$ cat src/rtl/est_cfg.svh
/*
 * Constants of the eight/sixteen bit timer: register indexes, field
 * positions and reset values.
 * Assumes it is included by its bare name from the timer sources.
 */
`ifndef EST_CFG_SVH
`define EST_CFG_SVH

// ----------------------------------------------------------------
// Register indexes (byte address is four times the index)
// ----------------------------------------------------------------
`define EST_IDX_CNT_LOW 12'h59C
`define EST_IDX_PERIOD_HIGH 12'h59D
`define EST_IDX_CTRL_A 12'h59E
`define EST_IDX_CTRL_B 12'h59F
`define EST_IDX_IRQ 12'h5A0

// ----------------------------------------------------------------
// Field positions
// ----------------------------------------------------------------
`define EST_CTRL_A_OUT_BIT 5
`define EST_IRQ_FLAG_BIT 0
`define EST_IRQ_EN_BIT 1
`define EST_IRQ_ROUTE_BIT 2

// ----------------------------------------------------------------
// Reset values
// ----------------------------------------------------------------
`define EST_RST_BYTE 8'h00
`define EST_RST_PRE 16'h0000
`define EST_RST_POST 4'h0

`endif

$ cat src/rtl/est_pkg.sv
/*
 * Types of the eight/sixteen bit timer: control register layouts and
 * the clock source encoding.
 * Assumes est_cfg.svh supplies the numeric constants.
 */
`default_nettype none

package est_pkg;

	// Clock sources, in select-field order
	typedef enum logic [2:0] {
		EST_SRC_PIN,
		EST_SRC_PIN_INV,
		EST_SRC_INSTR,
		EST_SRC_HF_OSC,
		EST_SRC_LF_OSC,
		EST_SRC_MF500_OSC,
		EST_SRC_SEC_OSC,
		EST_SRC_LOGIC_CELL
	} est_clk_src_t;

	// First control register
	typedef struct packed {
		logic module_on_bit;
		logic unused;
		logic out_status_bit;
		logic wide_mode_sel;
		logic [3:0] postscale_sel;
	} est_ctrl_a_t;

	// Second control register
	typedef struct packed {
		est_clk_src_t clk_src_sel;
		logic async_sel;
		logic [3:0] prescale_sel;
	} est_ctrl_b_t;

endpackage : est_pkg

`default_nettype wire

$ cat src/rtl/est_edge_sync.sv
/*
 * Two-stage synchroniser with rising edge detect for the selected
 * timer clock source.
 * Assumes src_i is a level that may change at any time.
 */
`timescale 1ns/1ns
`default_nettype none

module est_edge_sync (
	input wire logic clk_i,
	input wire logic rst_i,
	input wire logic src_i,
	output logic rise_o
);

	logic meta;
	logic stable;
	logic prev;

	// Only the second stage reads the first one
	always_ff @(posedge clk_i)
	begin
		if (rst_i)
		begin
			meta <= 1'b0;
			stable <= 1'b0;
			prev <= 1'b0;
		end
		else
		begin
			meta <= src_i;
			stable <= meta;
			prev <= stable;
		end
	end

	// Rising edge of the synchronised level
	assign rise_o = stable & ~prev;

endmodule : est_edge_sync

`default_nettype wire

$ cat src/rtl/est_timer.sv
/*
 * Eight/sixteen bit timer with prescaler, postscaler, toggling output,
 * interrupt flag and classic Wishbone register access.
 * Assumes all inputs are synchronous to clk_i; oscillator inputs are
 * levels far slower than clk_i, instr_tick_i is a one-cycle pulse.
 */
// Added by the designer: the Wishbone register port and the placing of the registers.
// Behaviour
// - One control bit picks 8-bit or 16-bit counting.
// - Counter steps on each rising edge of the prescaled source.
// - 8-bit mode keeps a shadow period and compares it with count.
// - On match the count clears and the shadow reloads from period.
// - 16-bit mode: reading the low byte latches the high byte.
// - 16-bit mode: high byte writes buffered until the low byte write.
// - 16-bit count wraps from FFFF to 0000, runs freely, no reload while on.
// - Clock source comes from a select field in control register b.
// - Sync mode aligns to instruction clock and halts in sleep.
// - Async mode counts on raw edges and keeps counting in sleep.
// - Prescaler offers sixteen ratios from 1:1 to 1:32768.
// - Prescaler hidden; cleared by low byte or control writes, reset.
// - Postscaler divides events by one of sixteen ratios up to 1:16.
// - Postscaler hidden; cleared by low byte or control writes, reset.
// - Output toggles on each postscaled match or rollover.
// - 8-bit mode with zero period holds the output high.
// - Output drives a routed pin and a read-only status bit.
// - Flag sets when the output toggles; enable raises a request.
// - Postscale N sets the flag every N+1 events.
// - Async counting in sleep wakes the device if enabled.
// - Source codes: pin, inverted pin, instr, hf, lf, 500k, sec, cell.
// - Prescale code k divides by two to the power k.
// - Postscale code k divides by k plus one.
// - The timer runs only while the module-enable bit is set.
`timescale 1ns/1ns
`default_nettype none
`include "est_cfg.svh"

module est_timer #(
	parameter int PRE_W = 16
) (
	input wire logic clk_i,
	input wire logic rst_i,
	// Wishbone slave
	input wire logic cyc_i,
	input wire logic stb_i,
	input wire logic we_i,
	input wire logic [13:0] adr_i,
	input wire logic [3:0] sel_i,
	input wire logic [31:0] dat_i,
	output logic [31:0] dat_o,
	output logic ack_o,
	// Clock sources and sleep state
	input wire logic ext_clk_pin_i,
	input wire logic instr_tick_i,
	input wire logic hf_osc_i,
	input wire logic lf_osc_i,
	input wire logic mf500_osc_i,
	input wire logic sec_osc_i,
	input wire logic logic_cell_i,
	input wire logic sleep_i,
	// Results
	output logic timer_out_o,
	output logic pin_o,
	output logic irq_o,
	output logic wake_o
);

	// ----------------------------------------------------------------
	// Registers and state
	// ----------------------------------------------------------------
	est_pkg::est_ctrl_a_t ctrl_reg_a;
	est_pkg::est_ctrl_b_t ctrl_reg_b;
	logic [7:0] count_low_byte;
	logic [7:0] count_high;
	logic [7:0] period_high_byte;
	logic [7:0] period_shadow;
	logic [PRE_W-1:0] pre_cnt;
	logic [3:0] post_cnt;
	logic timer_out;
	logic timer_irq_flag;
	logic timer_irq_enable;
	logic pin_out_route_sel;
	logic edge_pending;

	// ----------------------------------------------------------------
	// Helper functions
	// ----------------------------------------------------------------

	// Prescaler terminal count for ratio 2^k
	function automatic logic est_pre_hit(input logic [PRE_W-1:0] cnt,
		input logic [3:0] k);
		logic [PRE_W-1:0] mask;
		mask = PRE_W'((32'h1 << k) - 32'h1);
		return (cnt & mask) == mask;
	endfunction : est_pre_hit

	// Register select for a given index
	function automatic logic est_hit(input logic [13:0] adr,
		input logic [11:0] idx);
		return adr[13:2] == idx;
	endfunction : est_hit

	// ----------------------------------------------------------------
	// Bus decode
	// ----------------------------------------------------------------
	logic bus_req;
	logic wr_lane;
	logic wr_low;
	logic wr_high;
	logic wr_ctrl_a;
	logic wr_ctrl_b;
	logic wr_irq;
	logic rd_low;
	logic scaler_clear;
	logic wr_load;

	// Strobes fire once, in the cycle before ack rises
	assign bus_req = cyc_i & stb_i & ~ack_o;
	assign wr_lane = bus_req & we_i & sel_i[0];
	assign wr_low = wr_lane & est_hit(adr_i, `EST_IDX_CNT_LOW);
	assign wr_high = wr_lane & est_hit(adr_i, `EST_IDX_PERIOD_HIGH);
	assign wr_ctrl_a = wr_lane & est_hit(adr_i, `EST_IDX_CTRL_A);
	assign wr_ctrl_b = wr_lane & est_hit(adr_i, `EST_IDX_CTRL_B);
	assign wr_irq = wr_lane & est_hit(adr_i, `EST_IDX_IRQ);
	assign rd_low = bus_req & ~we_i & est_hit(adr_i, `EST_IDX_CNT_LOW);
	assign scaler_clear = wr_low | wr_ctrl_a | wr_ctrl_b;
	// A running 16-bit count is free running, so its load is refused
	assign wr_load = wr_low & ~(ctrl_reg_a.wide_mode_sel & ctrl_reg_a.module_on_bit);

	// ----------------------------------------------------------------
	// Clock source selection and synchronisation
	// ----------------------------------------------------------------
	logic src_level;
	logic src_rise;

	// Source mux; the instruction tick is itself a pulse train
	always_comb
	begin
		case (ctrl_reg_b.clk_src_sel)
			est_pkg::EST_SRC_PIN: src_level = ext_clk_pin_i;
			est_pkg::EST_SRC_PIN_INV: src_level = ~ext_clk_pin_i;
			est_pkg::EST_SRC_INSTR: src_level = instr_tick_i;
			est_pkg::EST_SRC_HF_OSC: src_level = hf_osc_i;
			est_pkg::EST_SRC_LF_OSC: src_level = lf_osc_i;
			est_pkg::EST_SRC_MF500_OSC: src_level = mf500_osc_i;
			est_pkg::EST_SRC_SEC_OSC: src_level = sec_osc_i;
			est_pkg::EST_SRC_LOGIC_CELL: src_level = logic_cell_i;
			default: src_level = 1'b0;
		endcase
	end

	est_edge_sync u_sync (
		.clk_i(clk_i),
		.rst_i(rst_i),
		.src_i(src_level),
		.rise_o(src_rise)
	);

	// ----------------------------------------------------------------
	// Run conditions
	// ----------------------------------------------------------------
	logic running;
	logic pre_tick;
	logic count_tick;
	logic pre_ok;

	// Sync mode stops in sleep; async keeps going
	assign running = ctrl_reg_a.module_on_bit
		& (ctrl_reg_b.async_sel | ~sleep_i);
	// Sync mode waits for an instruction tick with an edge pending
	assign pre_tick = running & (ctrl_reg_b.async_sel ? src_rise
		: ((edge_pending | src_rise) & instr_tick_i));
	assign pre_ok = est_pre_hit(pre_cnt, ctrl_reg_b.prescale_sel);
	assign count_tick = pre_tick & pre_ok & ~scaler_clear;

	// Edge caught between instruction ticks in sync mode
	always_ff @(posedge clk_i)
	begin
		if (rst_i)
		begin
			edge_pending <= 1'b0;
		end
		else if (!running || ctrl_reg_b.async_sel || instr_tick_i)
		begin
			edge_pending <= 1'b0;
		end
		else if (src_rise)
		begin
			edge_pending <= 1'b1;
		end
	end

	// ----------------------------------------------------------------
	// Prescaler
	// ----------------------------------------------------------------
	always_ff @(posedge clk_i)
	begin
		if (rst_i || scaler_clear)
		begin
			pre_cnt <= PRE_W'(`EST_RST_PRE);
		end
		else if (pre_tick)
		begin
			pre_cnt <= pre_ok ? PRE_W'(0) : pre_cnt + PRE_W'(1);
		end
	end

	// ----------------------------------------------------------------
	// Counter
	// ----------------------------------------------------------------
	logic match8;
	logic roll16;
	logic count_event;

	assign match8 = count_low_byte == period_shadow;
	assign roll16 = {count_high, count_low_byte} == 16'hFFFF;
	assign count_event = count_tick & (ctrl_reg_a.wide_mode_sel
		? roll16 : (match8 && period_shadow != 8'h00));

	// Low byte: software load wins over a count step
	always_ff @(posedge clk_i)
	begin
		if (rst_i)
		begin
			count_low_byte <= `EST_RST_BYTE;
		end
		else if (wr_load)
		begin
			count_low_byte <= dat_i[7:0];
		end
		else if (count_tick)
		begin
			if (!ctrl_reg_a.wide_mode_sel && match8)
			begin
				count_low_byte <= 8'h00;
			end
			else
			begin
				count_low_byte <= count_low_byte + 8'h01;
			end
		end
	end

	// High count byte, used in 16-bit mode only
	always_ff @(posedge clk_i)
	begin
		if (rst_i)
		begin
			count_high <= `EST_RST_BYTE;
		end
		else if (wr_load && ctrl_reg_a.wide_mode_sel)
		begin
			count_high <= period_high_byte;
		end
		else if (count_tick && ctrl_reg_a.wide_mode_sel
			&& count_low_byte == 8'hFF)
		begin
			count_high <= count_high + 8'h01;
		end
	end

	// Period register doubles as the 16-bit read/write buffer
	always_ff @(posedge clk_i)
	begin
		if (rst_i)
		begin
			period_high_byte <= `EST_RST_BYTE;
		end
		else if (wr_high)
		begin
			period_high_byte <= dat_i[7:0];
		end
		else if (rd_low && ctrl_reg_a.wide_mode_sel)
		begin
			period_high_byte <= count_high;
		end
	end

	// Shadow period follows the register only at a match or while idle
	always_ff @(posedge clk_i)
	begin
		if (rst_i)
		begin
			period_shadow <= `EST_RST_BYTE;
		end
		else if (!ctrl_reg_a.module_on_bit
			|| (count_tick && !ctrl_reg_a.wide_mode_sel && match8))
		begin
			period_shadow <= period_high_byte;
		end
	end

	// ----------------------------------------------------------------
	// Postscaler and output
	// ----------------------------------------------------------------
	logic post_hit;

	assign post_hit = count_event && post_cnt == ctrl_reg_a.postscale_sel;

	always_ff @(posedge clk_i)
	begin
		if (rst_i || scaler_clear)
		begin
			post_cnt <= `EST_RST_POST;
		end
		else if (count_event)
		begin
			post_cnt <= post_hit ? 4'h0 : post_cnt + 4'h1;
		end
	end

	// Zero period in 8-bit mode pins the output high
	always_ff @(posedge clk_i)
	begin
		if (rst_i)
		begin
			timer_out <= 1'b0;
		end
		else if (running && !ctrl_reg_a.wide_mode_sel
			&& period_high_byte == 8'h00)
		begin
			timer_out <= 1'b1;
		end
		else if (post_hit)
		begin
			timer_out <= ~timer_out;
		end
	end

	// ----------------------------------------------------------------
	// Control and interrupt registers
	// ----------------------------------------------------------------
	always_ff @(posedge clk_i)
	begin
		if (rst_i)
		begin
			ctrl_reg_a <= '0;
			ctrl_reg_b <= '0;
		end
		else
		begin
			if (wr_ctrl_a)
			begin
				ctrl_reg_a <= est_pkg::est_ctrl_a_t'(dat_i[7:0]);
			end
			if (wr_ctrl_b)
			begin
				ctrl_reg_b <= est_pkg::est_ctrl_b_t'(dat_i[7:0]);
			end
			// Status bit is hardware owned
			ctrl_reg_a.unused <= 1'b0;
			ctrl_reg_a.out_status_bit <= timer_out;
		end
	end

	// Flag: write one to clear, a toggle in the same cycle wins
	always_ff @(posedge clk_i)
	begin
		if (rst_i)
		begin
			timer_irq_flag <= 1'b0;
			timer_irq_enable <= 1'b0;
			pin_out_route_sel <= 1'b0;
		end
		else
		begin
			if (post_hit)
			begin
				timer_irq_flag <= 1'b1;
			end
			else if (wr_irq && dat_i[`EST_IRQ_FLAG_BIT])
			begin
				timer_irq_flag <= 1'b0;
			end
			if (wr_irq)
			begin
				timer_irq_enable <= dat_i[`EST_IRQ_EN_BIT];
				pin_out_route_sel <= dat_i[`EST_IRQ_ROUTE_BIT];
			end
		end
	end

	// ----------------------------------------------------------------
	// Registered outputs
	// ----------------------------------------------------------------
	always_ff @(posedge clk_i)
	begin
		if (rst_i)
		begin
			timer_out_o <= 1'b0;
			pin_o <= 1'b0;
			irq_o <= 1'b0;
			wake_o <= 1'b0;
		end
		else
		begin
			timer_out_o <= timer_out;
			pin_o <= pin_out_route_sel & timer_out;
			irq_o <= timer_irq_flag & timer_irq_enable;
			// Only async mode can run while asleep
			wake_o <= timer_irq_flag & timer_irq_enable & sleep_i
				& ctrl_reg_b.async_sel;
		end
	end

	// ----------------------------------------------------------------
	// Wishbone answer
	// ----------------------------------------------------------------
	logic [7:0] rd_byte;

	// Unmapped addresses read zero and accept writes silently
	always_comb
	begin
		rd_byte = 8'h00;
		if (est_hit(adr_i, `EST_IDX_CNT_LOW))
		begin
			rd_byte = count_low_byte;
		end
		else if (est_hit(adr_i, `EST_IDX_PERIOD_HIGH))
		begin
			rd_byte = period_high_byte;
		end
		else if (est_hit(adr_i, `EST_IDX_CTRL_A))
		begin
			rd_byte = ctrl_reg_a;
		end
		else if (est_hit(adr_i, `EST_IDX_CTRL_B))
		begin
			rd_byte = ctrl_reg_b;
		end
		else if (est_hit(adr_i, `EST_IDX_IRQ))
		begin
			rd_byte = {5'h00, pin_out_route_sel, timer_irq_enable,
				timer_irq_flag};
		end
	end

	// One wait state: ack one cycle after the request, then drop
	always_ff @(posedge clk_i)
	begin
		if (rst_i)
		begin
			ack_o <= 1'b0;
			dat_o <= 32'h0000_0000;
		end
		else
		begin
			ack_o <= bus_req;
			if (bus_req && !we_i)
			begin
				dat_o <= {24'h00_0000, rd_byte};
			end
		end
	end

endmodule : est_timer

`default_nettype wire

$ cat config.mk
export PLATFORM = sky130hd
export DESIGN_NAME = est_timer
export DESIGN_NICKNAME = d
export VERILOG_FILES = /design/src/rtl/est_pkg.sv /design/src/rtl/est_edge_sync.sv /design/src/rtl/est_timer.sv
export VERILOG_INCLUDE_DIRS = /design/src /design/src/rtl
export SDC_FILE = /design/constraint.sdc
export NUM_CORES = 1
export LEC_CHECK = 0
export BUFFER_PORTS_ARGS = -buffer_cell sky130_fd_sc_hd__buf_2
export CAP_MARGIN = 40
export CORE_MARGIN = 1
export CORE_UTILIZATION = 55
export DETAILED_ROUTE_END_ITERATION = 12
export PLACE_DENSITY = 0.81
export SLEW_MARGIN = 20
export SYNTH_ARGS = -nofsm -noshare
export SYNTH_HDL_FRONTEND = slang
export SYNTH_SLANG_ARGS = --single-unit
$ cat constraint.sdc
create_clock -name clk_i -period 3.5 [get_ports clk_i]
set_input_delay 0.175 -clock clk_i [delete_from_list [all_inputs] [get_ports clk_i]]
set_output_delay 0.175 -clock clk_i [all_outputs]
set_load 0.01 [all_outputs]
==> results of run 1 <==
-- registers in the layout (all words and copies together), names as in the netlist, 6 cells and up --
signal and cells:
count_high 8, period_high_byte 8, period_shadow 8, pre_cnt 15, ctrl_reg_a 6, count_low_byte 8
dat_o 8, ctrl_reg_b 8
-- where the power goes --
group,internal (W),switching (W)
Sequential,0.000981,0.00000156
Combinational,0.0000280,0.0000637
Clock,0.000409,0.000349
Total,0.00142,0.000414
-- per-layer routing --
metal	up-vias	routed length [um]	share of wire, %	GRT usage [%]
li1	2053	-	-	-
met1	1993	5000	41	34.0
met2	193	5840	48	43.1
met3	29	1070	8.8	6.07
met4	0	246	2.0	10.2
met5	-	0	0	0
-- cell families after synthesis --
kind of cell,count (synthesis)
flip-flops,86
other,1
adder cells (fa/ha/maj),5
AO/OA/AOI/OAI,93
XOR/XNOR,37
buffers and inverters,67
multiplexers,46
AND/OR/NAND/NOR,243
-- worst paths after layout --
| path | from | endpoint | slack [ns] | cells after the start |
|---|---|---|---|---|
| setup / recovery | ctrl_reg_b[0]$_SDFFE_PP0P_ | count_low_byte[4]$_SDFFE_PP0P_ | 0.29 | 9 |
| hold / removal | instr_tick_i | edge_pending$_SDFFE_PP0P_ | 0.10 | 4 |
| setup reg to reg | ctrl_reg_b[0]$_SDFFE_PP0P_ | count_low_byte[4]$_SDFFE_PP0P_ | 0.29 | 9 |
| hold reg to reg | dat_o[2]$_SDFFE_PP0P_ | dat_o[2]$_SDFFE_PP0P_ | 0.46 | 2 |
-- cell usage in the layout (no fill, tap or decap), types with 13 or more instances in the layout --
master	netlist	layout
a211oi_1	22	22
a21oi_1	23	23
buf_2	10	46
clkbuf_8	0	13
conb_1	1	24
dfxtp_1	86	86
mux2i_1	41	41
nand2_1	40	40
nand3_1	17	17
nand4_1	13	13
nor2_1	90	90
nor2b_1	14	14
xnor2_1	26	26
-- timing repair --
action                     in CTS  in global routing
setup endpoints to repair       0                  2
resized for setup               0                  1
hold endpoints to repair        0                  0
-- per-stage QoR --
| step | power, W | util, % |
|---|---|---|
| floorplan | 0.00108 | - |
| global placement | 0.00109 | 58.4 |
| detailed placement | 0.00110 | 58.4 |
| CTS | 0.00184 | 60.9 |
| global route | 0.00189 | 60.9 |
| finish | 0.00183 | 60.9 |
-- worst register-to-register path, delay by kind of cell, from the launching register on --
family,cells,cell delay (ns)
compound gates,3,0.58
fa+ha+maj,1,0.36
simple gates,5,1.58
flops,1,0.63
-- layout make-up --
cell class / instances / area, um2 / share of cell area [%]
Clock buffer: 14 / 183 / 3.44
Clock inverter: 2 / 37.5 / 0.707
Sequential cell: 86 / 1720 / 32.4
Timing Repair Buffer: 51 / 268 / 5.04
Inverter: 10 / 37.5 / 0.707
Multi-Input combinational cell: 448 / 2930 / 55.2
Tap cell: 108 / 135 / 2.54
==> flow_summary.json, run 1 <==
{
  "synth.area.top_cells": "dfxtp_1 (35%), mux2i_1 (8.3%), nor2_1 (6.8%)",
  "cts_buffers": 9,
  "grt_max_degree": 39,
  "synth_seq_cells": 86,
  "synth_top_area_share_pct": 34.9,
  "clock_path_buffers": 2,
  "cp_cell_sequence": "nand2b_4 -> ha_1 -> or3_1 -> a211oi_1 -> a2111oi_4 -> nand4b_2 -> or2_2 -> nor4_1 -> a311o_1",
  "detail_route.vias_per_cell": 5.94,
  "cts_htree_levels": 3,
  "p_leak_nw": 2.05,
  "post_cts_buffers": 0,
  "fin_crit_sh_pct": 91.8,
  "drive_gt1_share_pct": 15.5,
  "cts.sinks": 86,
  "synth_top_family_by_area": "simple AND/OR/NAND/NOR gates",
  "nets": 674,
  "core-area_um2": 8720,
  "syn-instance-count": 578,
  "slowest_delay_ns": 0.63,
  "grt_setup_unrepaired": "no",
  "synth_xor_area_share_pct": 6.56,
  "fmax_mhz": 311,
  "drtPass1Iterations": 7,
  "critical_path.top_delay_family": "simple AND/OR/NAND/NOR gates",
  "post-route-drc-count": 0,
  "fp.dieW_um": 96.8,
  "antenna_found_initial": 0,
  "drv_slew": 0,
  "grt-ovfl-total": 0,
  "cp-start-kind": "flip-flop",
  "slew_headroom_pct": 50.7,
  "holdWs_ns": 0.103,
  "wl_per_cell_um": 16.9,
  "syn_area_per_cell_um2": 8.54,
  "crit_fanout": 16,
  "grt_pass1_vias": 4166,
  "yosysTopAreaCell": "dfxtp_1",
  "numPortBuffers": 46,
  "cts-root-buf": "clkbuf_8",
  "required_ns": 3.80,
  "yosys_most_used_dff": "dfxtp_1",
  "rows": 34,
  "cp_data_arrival_time_ns": 3.52,
  "num_vias": 4268,
  "place.gp.congestion": 0.959,
  "synth_fa_ha_area_share_pct": 1.27,
  "period_needed_ns": 3.21,
  "drv_cap": 0,
  "die-area_um2": 9360,
  "post_layout_nonfiller_instances": 719,
  "yosys-mux-area-fraction_pct": 9.68,
  "fin_area_um2": 5310,
  "skew_ns": 0.00593,
  "synth-edff-count": 0,
  "fillers": 763,
  "place_area_um2": 5090,
  "clk_pin_slew_ns": 0.08,
  "synth.most_common_cell": "nor2_1",
  "cts_hold_buf": 0,
  "ir_drop_uv": 234,
  "worstMarginPinSlew_ns": 0.737,
  "grt.total_usage_pct": 26.4,
  "worst-path-buf-inv": 0,
  "crit_type": "flip-flop to flip-flop",
  "drtIter0Drc": 314,
  "critical_path.slowest_cell": "dfxtp_1",
  "finalWorstSetupSlack_ns": 0.287,
  "cts_tree": "built",
  "status": "finished, final reports clean",
  "synth_cell_types": 66,
  "setup_viol": 0,
  "postRouteAntennaNets": 0,
  "tns_ns": 0,
  "yosys.area_share.simple_pct": 26.1,
  "yosysWarnings": 0,
  "synth-compound-area-share_pct": 13.9,
  "clock_latency_ns": 0.36,
  "die_h_um": 96.8,
  "dpl_worst_slack_ns": 0.305,
  "area_growth_pct": 7.58,
  "final-hold-violation-count": 0,
  "start_util_pct": 56.6,
  "netlist_area_um2": 4940,
  "grt_first_pass_wirelength_um": 20000,
  "wirelength_um": 12200,
  "io-pin-count": 100,
  "synth.top_cells.by_count": "nor2_1 (90), dfxtp_1 (86), mux2i_1 (41)",
  "critPathCaptureType": "flip-flop",
  "hpwl_um": 8760,
  "p_per_area_nw_per_um2": 345,
  "async_reset_ff_share_pct": 0,
  "ys_seq_area_share_pct": 34.9,
  "antenna_cells": 0,
  "min_path_type": "input port to flip-flop",
  "dp.cells": 703
}
Note: power is estimated with default switching activity, not from simulation.
==> run 2: changes to the inputs <==
REMOVE_ABC_BUFFERS = 1   (was unset)
==> run 2 against run 1 <==
Effect of this change:
- clock skew increased by 0.013 ns
- largest cell class unchanged
- maximum frequency decreased by 0.31%
- critical endpoint unchanged
- sequential cell count unchanged
- register-to-register slack about the same
==> flow_summary.json, run 2 (same netlist as run 1, synthesis figures left out) <==
{
  "place.gp.congestion": 0.916,
  "fillers": 716,
  "clk_pin_slew_ns": 0.08,
  "p_leak_nw": 2.05,
  "wirelength_um": 12000,
  "cts_tree": "built",
  "slew_headroom_pct": 51.3,
  "min_path_type": "input port to flip-flop",
  "die_h_um": 96.8,
  "dr_wl_met2_um": 5610,
  "setup_viol": 0,
  "dr.max_layer_used": "met4",
  "cp_data_arrival_time_ns": 3.52,
  "detail_route.vias_per_cell": 6.08,
  "drv_cap": 0,
  "area_growth_pct": 7.12,
  "cts.sinks": 86,
  "tns_ns": 0,
  "nets": 672,
  "numPortBuffers": 46,
  "regArea_um2": 1720,
  "rr_startpoint": "ctrl_reg_b[2]$_SDFFE_PP0P_",
  "grt_setup_unrepaired": "no",
  "final_common_cell": "nor2_1",
  "r2r_end": "count_low_byte[4]$_SDFFE_PP0P_",
  "die-area_um2": 9360,
  "status": "finished, final reports clean",
  "clock_latency_ns": 0.36,
  "drv_slew": 0,
  "p_per_area_nw_per_um2": 346,
  "worst-r2r-setup-slack_ns": 0.28,
  "postRouteAntennaNets": 0,
  "cts-root-buf": "clkbuf_8",
  "holdWs_ns": 0.102,
  "grt_first_pass_wirelength_um": 19800,
  "rr_worst_depth": 10,
  "final_cell_mix": "nor2_1 (90), dfxtp_1 (86), buf_2 (46)",
  "fin_crit_sh_pct": 92.1,
  "crit_type": "flip-flop to flip-flop",
  "fmax_mhz": 310,
  "skew_ns": 0.0186,
  "post-route-drc-count": 0,
  "ir_drop_uv": 204,
  "hp-start": "sleep_i",
  "min_to": "wake_o$_SDFF_PP0_",
  "core-area_um2": 8720,
  "fp.dieW_um": 96.8,
  "worstMarginPinSlew_ns": 0.728,
  "antenna_cells": 0,
  "largest_reg_flops": 15,
  "wl_per_cell_um": 16.7,
  "cp-start-kind": "flip-flop",
  "crit_fanout": 16,
  "drive_gt1_share_pct": 15.4,
  "dr_wl_met3_um": 958,
  "cts_buffers": 9,
  "drtPass1Iterations": 5,
  "cts_hold_buf": 0,
  "wl_met1_um": 5110,
  "cts_htree_levels": 3,
  "rows": 34,
  "start_util_pct": 56.6,
  "hold_depth": 2,
  "grt_pass1_vias": 4071,
  "grt.total_usage_pct": 25.9,
  "period_needed_ns": 3.22,
  "drtIter0Drc": 296,
  "multiInputGateArea_um2": 2930,
  "grt_max_degree": 44,
  "critPathCaptureType": "flip-flop",
  "io-pin-count": 100,
  "hpwl_um": 8680,
  "grt-ovfl-total": 0,
  "antenna_found_initial": 0,
  "required_ns": 3.79,
  "final-hold-violation-count": 0,
  "clock_path_buffers": 2,
  "num_vias": 4356,
  "largest_register": "pre_cnt"
}
-- run 2: cell count changes in the layout (fill, tap and decap cells not counted), sizes merged --
cell,change
bufinv,+1
clkinv,+5
buf,-2
clkbuf,-5
clkinvlp,-1
-- run 2: what timing repair did --
item	CTS	global route
gates resized for setup	0	1
setup buffers	0	0
endpoints found under the setup margin	0	1
-- run 2: area by class of cell --
type	count	area share, %
sequential	86	32.5
inverter	10	0.710
clock buffer	9	2.34
multi-input combinational	448	55.4
clock inverter	7	1.68
tap	108	2.55
timing repair buffer	49	4.78
-- run 2: power by group --
part	internal, W	total, W	switching [W]
logic	0.0000280	0.0000918	0.0000638
clock network	0.000398	0.000757	0.000359
registers	0.000981	0.000983	0.00000155
total	0.00141	0.00183	0.000424
-- run 2: worst max-delay path by stage --
stage / startpoint / to / slack [ns] / cells past startpoint
2_1_floorplan: ctrl_reg_b[3]$_SDFFE_PP0P_ / count_low_byte[4]$_SDFFE_PP0P_ / 0.54 / 10
3_3_place_gp: ctrl_reg_b[3]$_SDFFE_PP0P_ / count_low_byte[5]$_SDFFE_PP0P_ / 0.41 / 10
3_5_place_dp: ctrl_reg_b[3]$_SDFFE_PP0P_ / count_low_byte[4]$_SDFFE_PP0P_ / 0.26 / 10
4_1_cts: ctrl_reg_b[3]$_SDFFE_PP0P_ / count_low_byte[4]$_SDFFE_PP0P_ / 0.24 / 10
5_1_grt: ctrl_reg_b[2]$_SDFFE_PP0P_ / count_low_byte[4]$_SDFFE_PP0P_ / 0.06 / 10
6_report: ctrl_reg_b[2]$_SDFFE_PP0P_ / count_low_byte[4]$_SDFFE_PP0P_ / 0.28 / 10
-- run 2: worst max-delay path, stage by stage (launching register included) --
cell	delay [ns]
dfxtp_1	0.68
nor3_4	0.10
nand2b_4	0.11
ha_1	0.34
or3_1	0.16
a211oi_1	0.09
a2111oi_4	0.35
nand4b_2	0.27
or2_2	0.51
nor4_1	0.37
a311o_1	0.18
-- run 2: routing by layer --
layer | vias to the layer above | track usage [%]
met2 | 215 | 41.1
met4 | 0 | 11.6
met1 | 2058 | 34.6
li1 | 2051 | -
met5 | - | 0
met3 | 32 | 4.41
-- run 2: metrics by stage --
stage	setup slack, ns	instance area [um2]	std cells	total power, W	utilization [%]
4_1_cts	0.244	5290	717	0.00184	60.7
3_5_place_dp	0.264	5080	701	0.00110	58.2
6_report	0.277	5290	717	0.00183	60.7
5_1_grt	0.0603	5290	717	0.00189	60.7
2_1_floorplan	0.544	4690	544	0.00104	-
3_3_place_gp	0.414	5080	701	0.00109	58.2
==> run 3: changes to the inputs <==
BUFFER_PORTS_ARGS = -buffer_cell sky130_fd_sc_hd__clkbuf_2   (was -buffer_cell sky130_fd_sc_hd__buf_2)
RECOVER_POWER = 50   (was unset)
==> run 3 against run 2 <==
Effect of this change:
- the run now ends with capacitance limit, slew limit left
- sequential cell count did not move
- critical endpoint unchanged
- maximum frequency is 2.5% lower
- largest power group unchanged
- utilization up 0.60 points
- clock-buffer cell count increased by 1
- register-to-register slack got worse by 0.08 ns
- clock power grew 24%
- non-clock buffer count up 2
- sequential power is essentially flat
- total power rose by 9.6%
==> flow_summary.json, run 3 (same netlist as run 1, synthesis figures left out) <==
{
  "grt_pass1_vias": 4054,
  "p_per_area_nw_per_um2": 376,
  "die-area_um2": 9360,
  "final_cell_mix": "nor2_1 (90), dfxtp_1 (86), mux2i_1 (41)",
  "clock_latency_ns": 0.37,
  "cp_data_arrival_time_ns": 3.61,
  "clk_pin_slew_ns": 0.09,
  "setup_viol": 0,
  "detail_route.vias_per_cell": 6.02,
  "num_vias": 4328,
  "tns_ns": 0,
  "grt_setup_unrepaired": "no",
  "postRouteAntennaNets": 0,
  "cp-start-kind": "flip-flop",
  "drv_cap": 1,
  "cts_htree_levels": 3,
  "period_needed_ns": 3.30,
  "rows": 34,
  "fillers": 743,
  "required_ns": 3.81,
  "fmax_mhz": 303,
  "grt.total_usage_pct": 26.2,
  "min_path_type": "input port to flip-flop",
  "drtPass1Iterations": 5,
  "largest_register": "pre_cnt",
  "ir_drop_uv": 186,
  "p_leak_nw": 2.02,
  "crit_type": "flip-flop to flip-flop",
  "critical_path.slowest_cell": "dfxtp_1",
  "largest_reg_flops": 15,
  "netSwitchingFraction_pct": 21.7,
  "cts_resized": 0,
  "cts-root-buf": "clkbuf_8",
  "fp.dieW_um": 96.8,
  "final_core_util_pct": 61.3,
  "status": "complete, but fails checks",
  "final-hold-violation-count": 0,
  "grt_max_degree": 69,
  "place.gp.congestion": 0.902,
  "cp_cell_sequence": "nor3_4 -> nand2b_4 -> ha_1 -> or3_1 -> a211oi_1 -> a2111oi_4 -> nand4b_2 -> or2_1 -> nor4_1 -> a311o_1",
  "switchingPower_w": 0.000436,
  "cts_buffers": 9,
  "critPathCaptureType": "flip-flop",
  "cts_hold_buf": 0,
  "numPortBuffers": 46,
  "final_common_cell": "nor2_1",
  "antenna_found_initial": 0,
  "clock_path_buffers": 2,
  "cts.sinks": 86,
  "wirelength_um": 12100,
  "die_h_um": 96.8,
  "fin_crit_sh_pct": 94.4,
  "drive_gt1_share_pct": 13.3,
  "slowest_delay_ns": 0.64,
  "start_util_pct": 56.6,
  "grt_first_pass_wirelength_um": 19800,
  "grt-ovfl-total": 0,
  "post_cts_buffers": 0,
  "hpwl_um": 8530,
  "nets": 674,
  "worst-r2r-setup-slack_ns": 0.20,
  "drtIter0Drc": 313,
  "area_growth_pct": 8.18,
  "io-pin-count": 100,
  "p_seq_share_pct": 48.9,
  "cts_tree": "built",
  "slew_headroom_pct": -98.3,
  "wl_per_cell_um": 16.9,
  "crit_fanout": 16,
  "core-area_um2": 8720,
  "post-route-drc-count": 0,
  "combPwrFrac_pct": 4.5,
  "pwr-share-clk_pct": 46.6,
  "skew_ns": 0.0128,
  "antenna_cells": 0,
  "drv_slew": 69,
  "worstMarginPinSlew_ns": 2.97,
  "violations": "capacitance limit, slew limit",
  "power.internal_w": 0.00157
}
==> run 3: cell types whose count changed in the layout (fill, tap and decap cells not counted), sizes merged <==
cell,delta
clkbuf,+48
buf,-45
clkinv,-4
clkinvlp,+1
bufinv,+2
==> run 3: final timing paths <==
check                                                 endpoint                       start  cells past startpoint
worst max-delay path            count_low_byte[4]$_SDFFE_PP0P_  ctrl_reg_b[3]$_SDFFE_PP0P_                     10
worst min-delay path                 edge_pending$_SDFFE_PP0P_                instr_tick_i                      4
worst max register to register  count_low_byte[4]$_SDFFE_PP0P_  ctrl_reg_b[3]$_SDFFE_PP0P_                     10
worst min register to register        u_sync.stable$_SDFF_PP0_      u_sync.meta$_SDFF_PP0_                      1
==> run 3: metrics by stage <==
stage               instances  power [W]  worst slack [ns]  hold slack, ns  area [um2]
floorplan                 544    0.00104             0.544           0.244        4690
global placement          703    0.00109             0.423           0.425        5090
detailed placement        703    0.00109             0.291           0.424        5090
CTS                       719    0.00201             0.227          0.0893        5360
global route              719    0.00206            0.0172           0.130        5340
finish                    719    0.00201             0.195           0.101        5340
==> run 3: worst max-delay path, delay by kind of cell, from the launching register on <==
| kind | cells | cell delay [ns] |
|---|---|---|
| and+or+nand+nor | 6 | 1.64 |
| AOI/OAI and AO/OA | 3 | 0.63 |
| adders and majority gates | 1 | 0.35 |
| DFF | 1 | 0.64 |
==> run 3: cell type report <==
cell class | count | area, um2 | area share (%)
clock inverters | 6 | 133 | 2.48
inverters | 10 | 37.5 | 0.703
clock buffers | 10 | 138 | 2.58
repair buffers | 51 | 248 | 4.64
flip-flops and latches | 86 | 1720 | 32.2
multi-input cells | 448 | 2930 | 54.8
well taps | 108 | 135 | 2.53
==> run 3: power groups by stage <==
stage / Sequential [W] / Combinational, W / Clock, W
after floorplan: 0.00101 / 0.0000346 / 0
after global placement: 0.00101 / 0.0000865 / 0
after detailed placement: 0.00101 / 0.0000886 / 0
after CTS: 0.000983 / 0.0000886 / 0.000938
after global routing: 0.000984 / 0.0000963 / 0.000976
final: 0.000983 / 0.0000895 / 0.000936
==> run 3: metal layers <==
layer | vias to the layer above | track usage (%) | share of wire [%]
li1 | 2067 | - | -
met1 | 2016 | 34.5 | 42
met2 | 199 | 41.4 | 47
met3 | 46 | 5.42 | 7.7
met4 | 0 | 11.6 | 3.6
met5 | - | 0 | 0
